File: src/phy_mgmt_pkg.sv
// constants, field layouts and types shared by the management control-pin block
// assumes a single 20 MHz system clock; all pins arrive asynchronously
package phy_mgmt_pkg;

  localparam int unsigned CLK_HZ      = 20_000_000;
  localparam int unsigned RST_MIN_NS  = 10_000;
  localparam int unsigned RST_MIN_CYC = (RST_MIN_NS * (CLK_HZ / 1_000_000) + 999) / 1000;
  localparam int unsigned RST_CNT_W   = 8;

  // register byte offsets
  localparam logic [3:0] OFS_CTRL   = 4'h0;
  localparam logic [3:0] OFS_STATUS = 4'h4;
  localparam logic [3:0] OFS_MASK   = 4'h8;
  localparam logic [3:0] OFS_STATE  = 4'hC;

  // event bits, shared by status and mask
  localparam int unsigned EV_COL  = 0;
  localparam int unsigned EV_PD   = 1;
  localparam int unsigned EV_MDIO = 2;
  localparam int unsigned EV_W    = 3;

  localparam logic [31:0] CTRL_RST   = 32'h0000_0008;
  localparam logic [31:0] STATUS_RST = 32'h0000_0000;
  localparam logic [31:0] MASK_RST   = 32'h0000_0000;

  // management frame
  localparam logic [5:0] PRE_LEN  = 6'h20;
  localparam logic [3:0] HDR_LAST = 4'hB;
  localparam logic [3:0] DAT_LAST = 4'hF;
  localparam logic [1:0] OP_RD    = 2'h2;
  localparam logic [1:0] OP_WR    = 2'h1;

  localparam logic [1:0] RESP_OKAY   = 2'h0;
  localparam logic [1:0] RESP_SLVERR = 2'h2;

  typedef struct packed {
    logic [23:0] rsvd;
    logic [4:0]  phy_addr;
    logic        rmii_mode;
    logic        full_duplex;
    logic        irq_pin_sel;
  } ctrl_t;

  typedef enum logic [2:0] {
    MS_PRE  = 3'h0,
    MS_ST   = 3'h1,
    MS_HDR  = 3'h3,
    MS_TA   = 3'h2,
    MS_DATA = 3'h6
  } mdio_state_t;

endpackage

File: src/phy_mgmt_ctrl.sv
// management control pins: collision, serial management port, shared irq/power-down pin,
// reset pin filter, and an AXI4-Lite register slave
// assumes pins are asynchronous to i_clk; the management clock is sampled, not used as a clock
`timescale 1ns/1ps
module phy_mgmt_ctrl
  import phy_mgmt_pkg::*;
(
  input  wire logic        i_clk,         // system clock, 20 MHz
  input  wire logic        i_nrst,        // async reset, active low
  // axi4-lite slave
  input  wire logic [3:0]  i_awaddr,      // write address
  input  wire logic        i_awvalid,     // write address valid
  output logic             o_awready,     // write address ready
  input  wire logic [31:0] i_wdata,       // write data
  input  wire logic [3:0]  i_wstrb,       // write byte strobes
  input  wire logic        i_wvalid,      // write data valid
  output logic             o_wready,      // write data ready
  output logic [1:0]       o_bresp,       // write response
  output logic             o_bvalid,      // write response valid
  input  wire logic        i_bready,      // write response ready
  input  wire logic [3:0]  i_araddr,      // read address
  input  wire logic        i_arvalid,     // read address valid
  output logic             o_arready,     // read address ready
  output logic [31:0]      o_rdata,       // read data
  output logic [1:0]       o_rresp,       // read response
  output logic             o_rvalid,      // read data valid
  input  wire logic        i_rready,      // read data ready
  // media activity from the core
  input  wire logic        i_tx_active,   // transmit medium non-idle
  input  wire logic        i_rx_active,   // receive medium non-idle
  output logic             o_col,         // collision pin
  // serial management pins
  input  wire logic        i_mdc,         // management clock pin
  input  wire logic        i_mdio,        // management data pin level
  output logic             o_mdio,        // management data out
  output logic             o_mdio_oe,     // management data drive enable
  // shared interrupt / power-down pin, open drain
  input  wire logic        i_irq_or_powerdown_pin, // pin level
  output logic             o_irq_or_powerdown_pin, // pin out value, always low
  output logic             o_irq_or_powerdown_oe,  // high while sinking the pin
  // reset pin and results
  input  wire logic        i_rst_pin_n,   // reset pin, active low
  output logic             o_core_rst,    // core reset in progress
  output logic             o_power_down,  // power-down mode
  output logic             o_irq          // level interrupt
);

  // pin synchronisers
  logic [3:0] pins_s;
  logic       mdc_s;
  logic       mdio_s;
  logic       pd_pin_s;
  logic       rst_pin_s;
  logic       rst_req;

  phy_sync2 #(
    .W (4)
  ) u_sync (
    .i_clk   (i_clk),
    .i_nrst  (i_nrst),
    .i_async ({i_mdc, i_mdio, ~i_irq_or_powerdown_pin, ~i_rst_pin_n}),
    .o_sync  (pins_s)
  );

  assign mdc_s     = pins_s[3];
  assign mdio_s    = pins_s[2];
  assign pd_pin_s  = ~pins_s[1];  // idle high, so no false low after reset
  assign rst_pin_s = ~pins_s[0];

  phy_rst_filter u_rst (
    .i_clk     (i_clk),
    .i_nrst    (i_nrst),
    .i_pin_n   (rst_pin_s),
    .o_rst_req (rst_req)
  );

  // registers
  ctrl_t       ctrl_q;
  logic [31:0] status_q;
  logic [31:0] mask_q;
  logic [EV_W-1:0] ev;

  // axi write side
  logic        aw_hold_q;
  logic        w_hold_q;
  logic [3:0]  awaddr_q;
  logic [31:0] wdata_q;
  logic [3:0]  wstrb_q;
  logic        wr_fire;
  logic [31:0] wmask;
  logic        axi_wr_ctrl;
  logic        axi_wr_stat;
  logic        axi_wr_mask;

  // management engine
  mdio_state_t ms_q;
  logic [5:0]  mcnt_q;
  logic [11:0] hdr_q;
  logic [15:0] mdat_q;
  logic        mrd_q;
  logic        mdc_prev_q;
  logic        mdc_rise;
  logic [11:0] hdr_d;
  logic        mwr_q;
  logic [1:0]  mwr_idx_q;
  logic [15:0] mwr_dat_q;
  logic        m_done_q;
  logic [15:0] mrd_val;

  // misc state
  logic        col_d;
  logic        pd_d;
  logic        busy;

  always_comb begin
    for (int b = 0; b < 4; b++) begin
      wmask[8*b +: 8] = {8{wstrb_q[b]}};
    end
  end

  assign wr_fire     = aw_hold_q && w_hold_q && !o_bvalid;
  assign axi_wr_ctrl = wr_fire && (awaddr_q == OFS_CTRL);
  assign axi_wr_stat = wr_fire && (awaddr_q == OFS_STATUS);
  assign axi_wr_mask = wr_fire && (awaddr_q == OFS_MASK);

  always_ff @(posedge i_clk or negedge i_nrst) begin
    if (!i_nrst) begin
      aw_hold_q <= 1'b0;
      awaddr_q  <= '0;
      o_awready <= 1'b1;
    end else if (i_awvalid && o_awready) begin
      aw_hold_q <= 1'b1;
      awaddr_q  <= i_awaddr;
      o_awready <= 1'b0;
    end else if (wr_fire) begin
      aw_hold_q <= 1'b0;
      o_awready <= 1'b1;
    end
  end

  always_ff @(posedge i_clk or negedge i_nrst) begin
    if (!i_nrst) begin
      w_hold_q <= 1'b0;
      wdata_q  <= '0;
      wstrb_q  <= '0;
      o_wready <= 1'b1;
    end else if (i_wvalid && o_wready) begin
      w_hold_q <= 1'b1;
      wdata_q  <= i_wdata;
      wstrb_q  <= i_wstrb;
      o_wready <= 1'b0;
    end else if (wr_fire) begin
      w_hold_q <= 1'b0;
      o_wready <= 1'b1;
    end
  end

  always_ff @(posedge i_clk or negedge i_nrst) begin
    if (!i_nrst) begin
      o_bvalid <= 1'b0;
      o_bresp  <= RESP_OKAY;
    end else if (wr_fire) begin
      o_bvalid <= 1'b1;
      if (awaddr_q == OFS_CTRL || awaddr_q == OFS_STATUS || awaddr_q == OFS_MASK) begin
        o_bresp <= RESP_OKAY;
      end else begin
        o_bresp <= RESP_SLVERR;
      end
    end else if (o_bvalid && i_bready) begin
      o_bvalid <= 1'b0;
    end
  end

  // axi read side
  always_ff @(posedge i_clk or negedge i_nrst) begin
    if (!i_nrst) begin
      o_arready <= 1'b1;
      o_rvalid  <= 1'b0;
      o_rdata   <= '0;
      o_rresp   <= RESP_OKAY;
    end else if (i_arvalid && o_arready) begin
      o_arready <= 1'b0;
      o_rvalid  <= 1'b1;
      o_rresp   <= RESP_OKAY;
      if (i_araddr == OFS_CTRL) begin
        o_rdata <= ctrl_q;
      end else if (i_araddr == OFS_STATUS) begin
        o_rdata <= status_q;
      end else if (i_araddr == OFS_MASK) begin
        o_rdata <= mask_q;
      end else if (i_araddr == OFS_STATE) begin
        o_rdata <= {28'h000_0000, busy, pd_pin_s, o_power_down, o_col};
      end else begin
        o_rdata <= '0;
        o_rresp <= RESP_SLVERR;
      end
    end else if (o_rvalid && i_rready) begin
      o_rvalid  <= 1'b0;
      o_arready <= 1'b1;
    end
  end

  // control: the pin reset puts it back to its initial value
  always_ff @(posedge i_clk or negedge i_nrst) begin
    if (!i_nrst) begin
      ctrl_q <= CTRL_RST;
    end else if (rst_req) begin
      ctrl_q <= CTRL_RST;
    end else if (axi_wr_ctrl) begin
      ctrl_q <= (ctrl_q & ~wmask) | (wdata_q & wmask & 32'h0000_00FF);
    end else if (mwr_q && mwr_idx_q == OFS_CTRL[3:2]) begin
      ctrl_q <= {16'h0000, mwr_dat_q & 16'h00FF};
    end
  end

  always_ff @(posedge i_clk or negedge i_nrst) begin
    if (!i_nrst) begin
      mask_q <= MASK_RST;
    end else if (rst_req) begin
      mask_q <= MASK_RST;
    end else if (axi_wr_mask) begin
      mask_q <= (mask_q & ~wmask) | (wdata_q & wmask & 32'(2**EV_W - 1));
    end else if (mwr_q && mwr_idx_q == OFS_MASK[3:2]) begin
      mask_q <= {16'h0000, mwr_dat_q & 16'(2**EV_W - 1)};
    end
  end

  // sticky events: a new event wins over a same-cycle clear
  always_ff @(posedge i_clk or negedge i_nrst) begin
    if (!i_nrst) begin
      status_q <= STATUS_RST;
    end else if (rst_req) begin
      status_q <= STATUS_RST;
    end else begin
      status_q <= (status_q
                   & ~(axi_wr_stat ? (wdata_q & wmask) : 32'h0000_0000)
                   & ~((mwr_q && mwr_idx_q == OFS_STATUS[3:2]) ? {16'h0000, mwr_dat_q}
                                                                : 32'h0000_0000))
                  | {{(32-EV_W){1'b0}}, ev};
    end
  end

  // collision and power-down
  always_comb begin
    col_d = 1'b0;
    if (!ctrl_q.full_duplex && !ctrl_q.rmii_mode) begin
      col_d = i_tx_active && i_rx_active;
    end
    pd_d = !ctrl_q.irq_pin_sel && !pd_pin_s;
  end

  assign ev[EV_COL]  = col_d && !o_col;
  assign ev[EV_PD]   = pd_d && !o_power_down;
  assign ev[EV_MDIO] = m_done_q;

  always_ff @(posedge i_clk or negedge i_nrst) begin
    if (!i_nrst) begin
      o_col        <= 1'b0;
      o_power_down <= 1'b0;
      o_core_rst   <= 1'b0;
    end else begin
      o_col        <= col_d && !rst_req;
      o_power_down <= pd_d && !rst_req;
      o_core_rst   <= rst_req;
    end
  end

  // interrupt output and open-drain shared pin
  always_ff @(posedge i_clk or negedge i_nrst) begin
    if (!i_nrst) begin
      o_irq                  <= 1'b0;
      o_irq_or_powerdown_pin <= 1'b0;
      o_irq_or_powerdown_oe  <= 1'b0;
    end else begin
      o_irq                  <= |(status_q & mask_q);
      o_irq_or_powerdown_pin <= 1'b0;
      o_irq_or_powerdown_oe  <= ctrl_q.irq_pin_sel && |(status_q & mask_q);
    end
  end

  // management engine: the pin clock is only sampled, so no lower rate limit exists
  always_ff @(posedge i_clk or negedge i_nrst) begin
    if (!i_nrst) begin
      mdc_prev_q <= 1'b0;
    end else begin
      mdc_prev_q <= mdc_s;
    end
  end

  assign mdc_rise = mdc_s && !mdc_prev_q;
  assign hdr_d    = {hdr_q[10:0], mdio_s};
  assign busy     = (ms_q != MS_PRE);

  always_comb begin
    mrd_val = 16'h0000;
    if (hdr_q[4:2] == 3'h0) begin
      case (hdr_q[1:0])
        OFS_CTRL[3:2]:   mrd_val = ctrl_q[15:0];
        OFS_STATUS[3:2]: mrd_val = status_q[15:0];
        OFS_MASK[3:2]:   mrd_val = mask_q[15:0];
        default:         mrd_val = {12'h000, busy, pd_pin_s, o_power_down, o_col};
      endcase
    end
  end

  always_ff @(posedge i_clk or negedge i_nrst) begin
    if (!i_nrst) begin
      ms_q      <= MS_PRE;
      mcnt_q    <= '0;
      hdr_q     <= '0;
      mdat_q    <= '0;
      mrd_q     <= 1'b0;
      o_mdio    <= 1'b0;
      o_mdio_oe <= 1'b0;
    end else if (rst_req) begin
      ms_q      <= MS_PRE;
      mcnt_q    <= '0;
      o_mdio_oe <= 1'b0;
    end else if (mdc_rise) begin
      case (ms_q)
        MS_PRE: begin
          o_mdio_oe <= 1'b0;
          if (mdio_s) begin
            if (mcnt_q != PRE_LEN) begin
              mcnt_q <= mcnt_q + 1'b1;
            end
          end else begin
            if (mcnt_q == PRE_LEN) begin
              ms_q <= MS_ST;
            end
            mcnt_q <= '0;
          end
        end
        MS_ST: begin
          mcnt_q <= '0;
          ms_q   <= mdio_s ? MS_HDR : MS_PRE;
        end
        MS_HDR: begin
          hdr_q  <= hdr_d;
          mcnt_q <= mcnt_q + 1'b1;
          if (mcnt_q[3:0] == HDR_LAST) begin
            mcnt_q <= '0;
            mrd_q  <= (hdr_d[11:10] == OP_RD);
            if (hdr_d[9:5] == ctrl_q.phy_addr
                && (hdr_d[11:10] == OP_RD || hdr_d[11:10] == OP_WR)) begin
              ms_q <= MS_TA;
            end else begin
              ms_q <= MS_PRE;
            end
          end
        end
        MS_TA: begin
          mcnt_q <= mcnt_q + 1'b1;
          if (mcnt_q == 6'h00) begin
            // first turnaround bit released, second one driven low on reads
            o_mdio    <= 1'b0;
            o_mdio_oe <= mrd_q;
            mdat_q    <= mrd_val;
          end else begin
            mcnt_q <= '0;
            ms_q   <= MS_DATA;
            if (mrd_q) begin
              o_mdio <= mdat_q[15];
              mdat_q <= {mdat_q[14:0], 1'b0};
            end
          end
        end
        MS_DATA: begin
          mcnt_q <= mcnt_q + 1'b1;
          if (mrd_q) begin
            o_mdio <= mdat_q[15];
            mdat_q <= {mdat_q[14:0], 1'b0};
          end else begin
            mdat_q <= {mdat_q[14:0], mdio_s};
          end
          if (mcnt_q[3:0] == DAT_LAST) begin
            o_mdio_oe <= 1'b0;
            mcnt_q    <= '0;
            ms_q      <= MS_PRE;
          end
        end
        default: begin
          ms_q      <= MS_PRE;
          o_mdio_oe <= 1'b0;
        end
      endcase
    end
  end

  // write strobe and frame-done event, one cycle each
  always_ff @(posedge i_clk or negedge i_nrst) begin
    if (!i_nrst) begin
      mwr_q     <= 1'b0;
      mwr_idx_q <= '0;
      mwr_dat_q <= '0;
      m_done_q  <= 1'b0;
    end else begin
      mwr_q    <= 1'b0;
      m_done_q <= 1'b0;
      if (!rst_req && mdc_rise && ms_q == MS_DATA && mcnt_q[3:0] == DAT_LAST) begin
        m_done_q  <= 1'b1;
        mwr_q     <= !mrd_q && (hdr_q[4:2] == 3'h0);
        mwr_idx_q <= hdr_q[1:0];
        mwr_dat_q <= {mdat_q[14:0], mdio_s};
      end
    end
  end

endmodule

File: src/phy_sync2.sv
// two-stage synchroniser for asynchronous pin levels
// assumes the inputs are levels held longer than two clock periods
`timescale 1ns/1ps
module phy_sync2 #(
  parameter int unsigned W = 1
) (
  input  wire logic         i_clk,   // system clock
  input  wire logic         i_nrst,  // async reset, active low
  input  wire logic [W-1:0] i_async, // asynchronous levels
  output logic      [W-1:0] o_sync   // synchronised levels
);

  logic [W-1:0] meta_q;

  always_ff @(posedge i_clk or negedge i_nrst) begin
    if (!i_nrst) begin
      meta_q <= '0;
      o_sync <= '0;
    end else begin
      meta_q <= i_async;
      o_sync <= meta_q;
    end
  end

endmodule

File: src/phy_rst_filter.sv
// reset pin pulse filter: raises a reset request once the pin stayed low long enough
// assumes its input is already synchronised to i_clk
`timescale 1ns/1ps
module phy_rst_filter
  import phy_mgmt_pkg::*;
(
  input  wire logic i_clk,      // system clock
  input  wire logic i_nrst,     // async reset, active low
  input  wire logic i_pin_n,    // synchronised reset pin, active low
  output logic      o_rst_req   // reset request, level
);

  logic [RST_CNT_W-1:0] cnt_q;

  // short glitches never reach the count, so they cannot reset the core
  always_ff @(posedge i_clk or negedge i_nrst) begin
    if (!i_nrst) begin
      cnt_q <= '0;
    end else if (i_pin_n) begin
      cnt_q <= '0;
    end else if (cnt_q != RST_CNT_W'(RST_MIN_CYC)) begin
      cnt_q <= cnt_q + 1'b1;
    end
  end

  // request stands from the count onward until the pin rises again
  always_ff @(posedge i_clk or negedge i_nrst) begin
    if (!i_nrst) begin
      o_rst_req <= 1'b0;
    end else begin
      o_rst_req <= !i_pin_n && (cnt_q == RST_CNT_W'(RST_MIN_CYC - 1));
      if (!i_pin_n && o_rst_req) begin
        o_rst_req <= 1'b1;
      end
    end
  end

endmodule

File: config.mk
export PLATFORM = sky130hd
export DESIGN_NAME = phy_mgmt_ctrl
export DESIGN_NICKNAME = d
export VERILOG_FILES = /design/src/phy_mgmt_pkg.sv /design/src/phy_mgmt_ctrl.sv /design/src/phy_sync2.sv /design/src/phy_rst_filter.sv
export SDC_FILE = /design/constraint.sdc
export NUM_CORES = 1
export LEC_CHECK = 0
export ABC_AREA = 1
export BUFFER_PORTS_ARGS = -buffer_cell sky130_fd_sc_hd__buf_4
export CAP_MARGIN = 20
export CORE_MARGIN = 5
export CORE_UTILIZATION = 45
export CTS_CLUSTER_SIZE = 24
export DETAILED_ROUTE_END_ITERATION = 7
export GPL_ROUTABILITY_DRIVEN = 0
export PLACE_DENSITY = 0.7
export SLEW_MARGIN = 20
export SYNTH_ARGS = -nofsm -noshare
export SYNTH_HDL_FRONTEND = slang
export SYNTH_SLANG_ARGS = --single-unit
export TNS_END_PERCENT = 30
File: constraint.sdc
create_clock -name i_clk -period 2.55 [get_ports i_clk]
set_input_delay 0.1275 -clock i_clk [delete_from_list [all_inputs] [get_ports i_clk]]
set_output_delay 0.1275 -clock i_clk [all_outputs]
set_load 0.05 [all_outputs]
# After elaboration in Yosys (flattened, before gate mapping)
# Index checks and enable logic that the tools add are counted.
[totals]
regBits = 261
wordCells = 226
[classes]
add_sub_neg = 2
eq_ne = 32
mux = 68
bitwise = 16
reduce_logical = 67
[ops]
columns = ["operator", "n"]
rows = [
  ["$mux W32", 11],
  ["$and A32 B32 Y32", 6],
  ["$mux W16", 4],
  ["$not A32 Y32", 2],
  ["$or A32 B3 Y32", 2],
  ["$pmux W16 S3", 1],
  ["$mux W6", 7],
  ["$not A16 Y32", 1],
  ["$or A32 B8 Y32", 1],
  ["$pmux W16 S2", 1],
  ["$reduce_or A32 Y1", 1],
  ["$pmux W6 S5", 1],
  ["$logic_and A1 B1 Y1", 29],
  ["$mux W1", 23],
  ["$mux W3", 7],
  ["$eq A4 B4 Y1 const B", 5],
  ["$ne A3 B2 Y1 const B", 6],
  ["$mux W8", 2],
  ["$pmux W3 S5", 1],
  ["$mux W2", 7],
  ["$reduce_and A4 Y1", 3],
  ["$reduce_bool A2 Y1", 6],
  ["$logic_not A1 Y1", 9],
  ["$reduce_and A3 Y1", 3],
  ["other kinds (29)", 46],
]

# Longest topological paths before layout
[logic_depth]
depth_word = 9
ltp_mapped = 11
depth_no_buf = 11

# Modules after synthesis
# A second synthesis with hierarchy kept.
[unflattened]
hier_cells = 1465
hier_area_um2 = 11891.4
[modules_own_cells]
columns = ["module", "instances", "cells_each", "area_per_inst_um2", "seq_area_each_um2"]
rows = [
  ["phy_mgmt_ctrl", 1, 1389, 11175.7, 6060.8],
  ["phy_rst_filter", 1, 68, 515.5, 225.2],
  ["phy_sync2", 1, 8, 200.2, 200.2],
]

# Worst setup path after synthesis
# No wires, ideal clock.
[synth_path]
kind = "flip-flop to flip-flop"
from = "register o_bvalid"
to = "register ctrl_q[24] (netlist bit)"
setup_ps = 118
t_arrival_ps = 1566
slack_ps = 866
stages_incl_launch_ff = 10
period_less_slack_ps = 1684
path_cell_list = "dfrtp_1 > inv_2 > nand3_2 > inv_2 > nand3_1 > nand3_1 > buf_2 > o21ai_1 > inv_2 > nor2_1"
[synth_via]
elab_chain_cells = 5
word_cells_on_any_way = 6
cone_classes = "2 x mux; 4 x reduce/logical"
[synth_lines]
columns = ["item", "line_no", "rtl"]
rows = [
  ["from (decl)", "phy_mgmt_ctrl.sv:19", "output logic o_bvalid,"],
  ["from (signal assigned)", "phy_mgmt_ctrl.sv:160", "o_bvalid <= 1'b0;"],
  ["from (signal assigned)", "phy_mgmt_ctrl.sv:163", "o_bvalid <= 1'b1;"],
  ["from (signal assigned)", "phy_mgmt_ctrl.sv:170", "o_bvalid <= 1'b0;"],
  ["$logic_not A1 Y1 *", "phy_mgmt_ctrl.sv:121", "assign wr_fire = aw_hold_q && w_hold_q && !o_bvalid;"],
  ["$logic_and A1 B1 Y1 *", "phy_mgmt_ctrl.sv:121", ""],
  ["$logic_and A1 B1 Y1 *", "phy_mgmt_ctrl.sv:122", "assign axi_wr_ctrl = wr_fire && (awaddr_q == OFS_CTRL);"],
  ["$mux W32", "phy_mgmt_ctrl.sv:209", "end else if (axi_wr_ctrl) begin"],
  ["$mux W32", "phy_mgmt_ctrl.sv:207", "end else if (rst_req) begin"],
  ["to (signal assigned)", "phy_mgmt_ctrl.sv:210", "ctrl_q <= (ctrl_q & ~wmask) | (wdata_q & wmask & 32'h0000_00FF);"],
  ["to (signal assigned)", "phy_mgmt_ctrl.sv:212", "ctrl_q <= {16'h0000, mwr_dat_q & 16'h00FF};"],
  ["to (decl)", "phy_mgmt_ctrl.sv:78", "ctrl_t ctrl_q;"],
]
# Every way passes the cells marked *; elsewhere a longest branch is shown, timed or not.
# A chain may end at the register's enable or synchronous reset.

# Worst setup path after layout
[layout_path]
from = "register o_bvalid"
to = "register ctrl_q[31] (netlist bit)"
# The elaborated chain is that of the path after synthesis.

==> run summary <==
Max Slew Vio Count -> 0
CP Capture Type -> flop
period utilization -> 86.08%
share of layout cells above drive strength 1 -> 13.45%
Setup Fix Bufs, Post-CTS -> 0
vias -> 10.38k
Post-Syn Area -> 11970 um2
Starting Density -> 45.82%
TNS Setup -> 0 ns
FP Rows -> 59
Netlist cell types -> 35
WHS Path Cells -> 5
first-pass GRT wire length -> 52.37 mm
Most Frequent Cell on Critical Path -> inv_2
#FFs+latches synth -> 259
Worst Reg2Reg Path Length in Cells -> 8
Post-Syn Instances -> 1515
Hold Path End -> status_q[0]$_DFF_PN0_
grt total ovfl -> 0
Total Power -> 10720 uW
Die ar. -> 29970 um2
detailed placement HPWL -> 21.70 mm
met2 wire length -> 14.98 mm
DP Area -> 13150 um2
RSZ-0062 raised after global routing -> no
clock network power share -> 39.0%
worst vdd ir -> 0.5951 mV
reg2reg end -> ctrl_q[31]$_DFFE_PN0P_
Detail Route Antenna Nets -> 0
CTS tree -> built
status -> finished, final reports clean
WL/cell -> 15.54 um
metal3 WL -> 2.053 mm
switching power -> 3130 uW
dpl cells -> 1922
die outline height -> 173.1 um
Slew HR -> 49.38%
setup violators final -> 0
Clk pin slew, worst setup/hold paths -> 0.06 ns
Crit Path Max Fanout -> 14
Finished Layout Cells -> 2023
Final Core Density -> 55.94%
Top Metal Used -> met4
Worst setup SP type -> flop
CP Data Required Time -> 2.97 ns
Layout area overhead -> 22.08%
final net count -> 1731
CTS Buf Count -> 27
DRC Markers -> 0
overall routing resource usage -> 20.81%
I/O pin cnt -> 106
H-tree depth -> 1
most common cell after layout, fill and taps aside -> nand2_1
Clk Tree Root Cell -> clkbuf_16
Post-synth EDFFs -> 0
Leakage Power -> 0.007361 uW
final WL -> 31.44 mm
core area -> 26130 um2
vias per cell -> 5.130
antenna fix cells -> 0
largest net degree at the start of global routing -> 85
switch share -> 29.18%
CP Cell Sequence -> inv_2 > nand3_2 > inv_2 > nand3_1 > nand3_1 > o21ai_1 > inv_2 > nor2_1
Internal Dissipation -> 7595 uW
post_cts resized -> 0
Power Density -> 733.7 nW/um2
fin crit period -> 2.195 ns
latest clock arrival within the worst-skew pair -> 0.53 ns
endpoints failing hold -> 0
HP Class -> in -> reg
number of buffers added on ports -> 102
Synth Warn # -> 0
initial antenna violation count -> 0
post-route cell area -> 14620 um2
Seq pwr share -> 45.9%
router iterations before antenna repair -> 8
clock sink count -> 259
sequential-to-total area share from yosys stat -> 54.17%
Post-Route Skew -> 0.009156 ns
reg-to-reg slack, setup -> 0.36 ns
Top FF cell, synth -> dfrtp_1
Max Root-Sink Buffers -> 3
Worst EP arrival -> 2.61 ns
Crit Path Class -> reg -> reg
fmax -> 455.6 MHz
Comb power frac -> 15.0%
vias in the first global route -> 10.20k
average size of a mapped cell -> 7.904 um2
HP Start -> i_rx_active
initial DRC count -> 889
R2R Path Start -> o_bvalid$_DFFE_PN0P_
maxcap violations -> 0
Routed met1 length -> 13.68 mm
most frequent cells in the layout -> nand2_1 (488), dfrtp_1 (255), inv_1 (175), nor2_1 (130), buf_4 (123)
Synth async-reset ratio -> 100.0%
Worst-Margin Slew -> 0.7536 ns
slowest CP cell -> nand3_1
Crit path largest cell delay -> 0.57 ns
Die X -> 173.1 um
-- per-stage QoR --
step	hold WS, ns	worst slack [ns]
final	0.06819	0.3550
after floorplan	-0.1681	0.8663
after detailed placement	0.1775	0.4349
after global placement	0.1791	0.5399
after global routing	0.1067	0.1770
after CTS	0.03337	0.4033
-- critical path: cells and delay by family (launching register included) --
| family | cells | cell delay, ns |
|---|---|---|
| buffers and inverters | 3 | 0.37 |
| AOI/OAI and AO/OA | 1 | 0.16 |
| DFF | 1 | 0.41 |
| and+or+nand+nor | 4 | 1.15 |
-- worst max-delay path by stage --
stage	start	end	slack, ns	cells after the start
final	o_bvalid$_DFFE_PN0P_	ctrl_q[31]$_DFFE_PN0P_	0.36	8
after global routing	o_bvalid$_DFFE_PN0P_	ctrl_q[24]$_DFFE_PN0P_	0.18	8
after CTS	o_bvalid$_DFFE_PN0P_	ctrl_q[8]$_DFFE_PN0P_	0.40	8
after detailed placement	o_bvalid$_DFFE_PN0P_	ctrl_q[31]$_DFFE_PN0P_	0.43	8
after global placement	o_bvalid$_DFFE_PN0P_	ctrl_q[30]$_DFFE_PN0P_	0.54	8
after floorplan	o_bvalid$_DFFE_PN0P_	ctrl_q[24]$_DFFE_PN0P_	0.87	9
-- area by class of cell --
type	instances	area (um2)
clock buffer	33	728.2
clock inverter	16	224.0
fill	2397	11510
inverter	193	724.4
multi-input combinational	1007	4497
sequential	259	6486
tap	335	419.2
timing repair buffer	180	1539
-- sequential cells by signal, indices dropped and copies added (netlist names), 11 cells and up --
| register | cells |
|---|---|
| ctrl_q | 32 |
| hdr_q | 11 |
| mask_q | 32 |
| mdat_q | 16 |
| mwr_dat_q | 16 |
| o_rdata | 32 |
| status_q | 32 |
| wdata_q | 32 |
-- power by group through the flow --
stage	combinational (uW)	clock [uW]	sequential, uW
2_1_floorplan	892	0	5010
3_3_place_gp	1520	0	4980
3_5_place_dp	1540	0	4980
4_1_cts	1630	4260	4920
5_1_grt	1800	4420	4980
6_report	1610	4180	4930
-- repair_timing --
action,in CTS,in global routing
endpoints found under the setup margin,0,0
hold buffers,52,0
endpoints found under the hold margin,123,0
-- cells by family (layout without fill, tap and decap cells) --
kind of cell / Yosys count / after routing / synth area share [%]
mux: 2 / 2 / 0.1881
flops: 259 / 259 / 54.17
compound gates: 208 / 208 / 9.133
other cells: 1 / 3 / 0.03132
fa+ha+maj: 6 / 6 / 0.6269
xor+xnor: 1 / 1 / 0.07316
simple gates: 787 / 787 / 27.29
buf+inv: 251 / 422 / 8.485
-- per-layer routing --
layer,vias up,track usage [%]
met5,-,0
met4,0,4.955
met3,50,3.537
met2,325,35.16
met1,4944,28.26
li1,5059,-
-- synthesized netlist by cell type, types with 5 or more instances --
| cell type | instances | area [um2] |
|---|---|---|
| buf_2 | 20 | 100.1 |
| a21oi_1 | 85 | 425.4 |
| a31oi_1 | 6 | 37.54 |
| nor2_1 | 131 | 491.7 |
| buf_1 | 5 | 18.77 |
| nand3_1 | 110 | 550.5 |
| nand4_1 | 24 | 150.1 |
| clkbuf_1 | 24 | 90.09 |
| buf_4 | 5 | 37.54 |
| nand2_1 | 489 | 1836 |
| inv_1 | 175 | 656.9 |
| o21ai_0 | 47 | 235.2 |
| nor3_1 | 10 | 50.05 |
| o21ai_2 | 10 | 87.58 |
| dfrtp_1 | 255 | 6381 |
| inv_2 | 18 | 67.56 |
| nor2_2 | 5 | 31.28 |
| o21ai_1 | 56 | 280.3 |
| ha_1 | 6 | 75.07 |
Power figures use the tool's default switching activity.
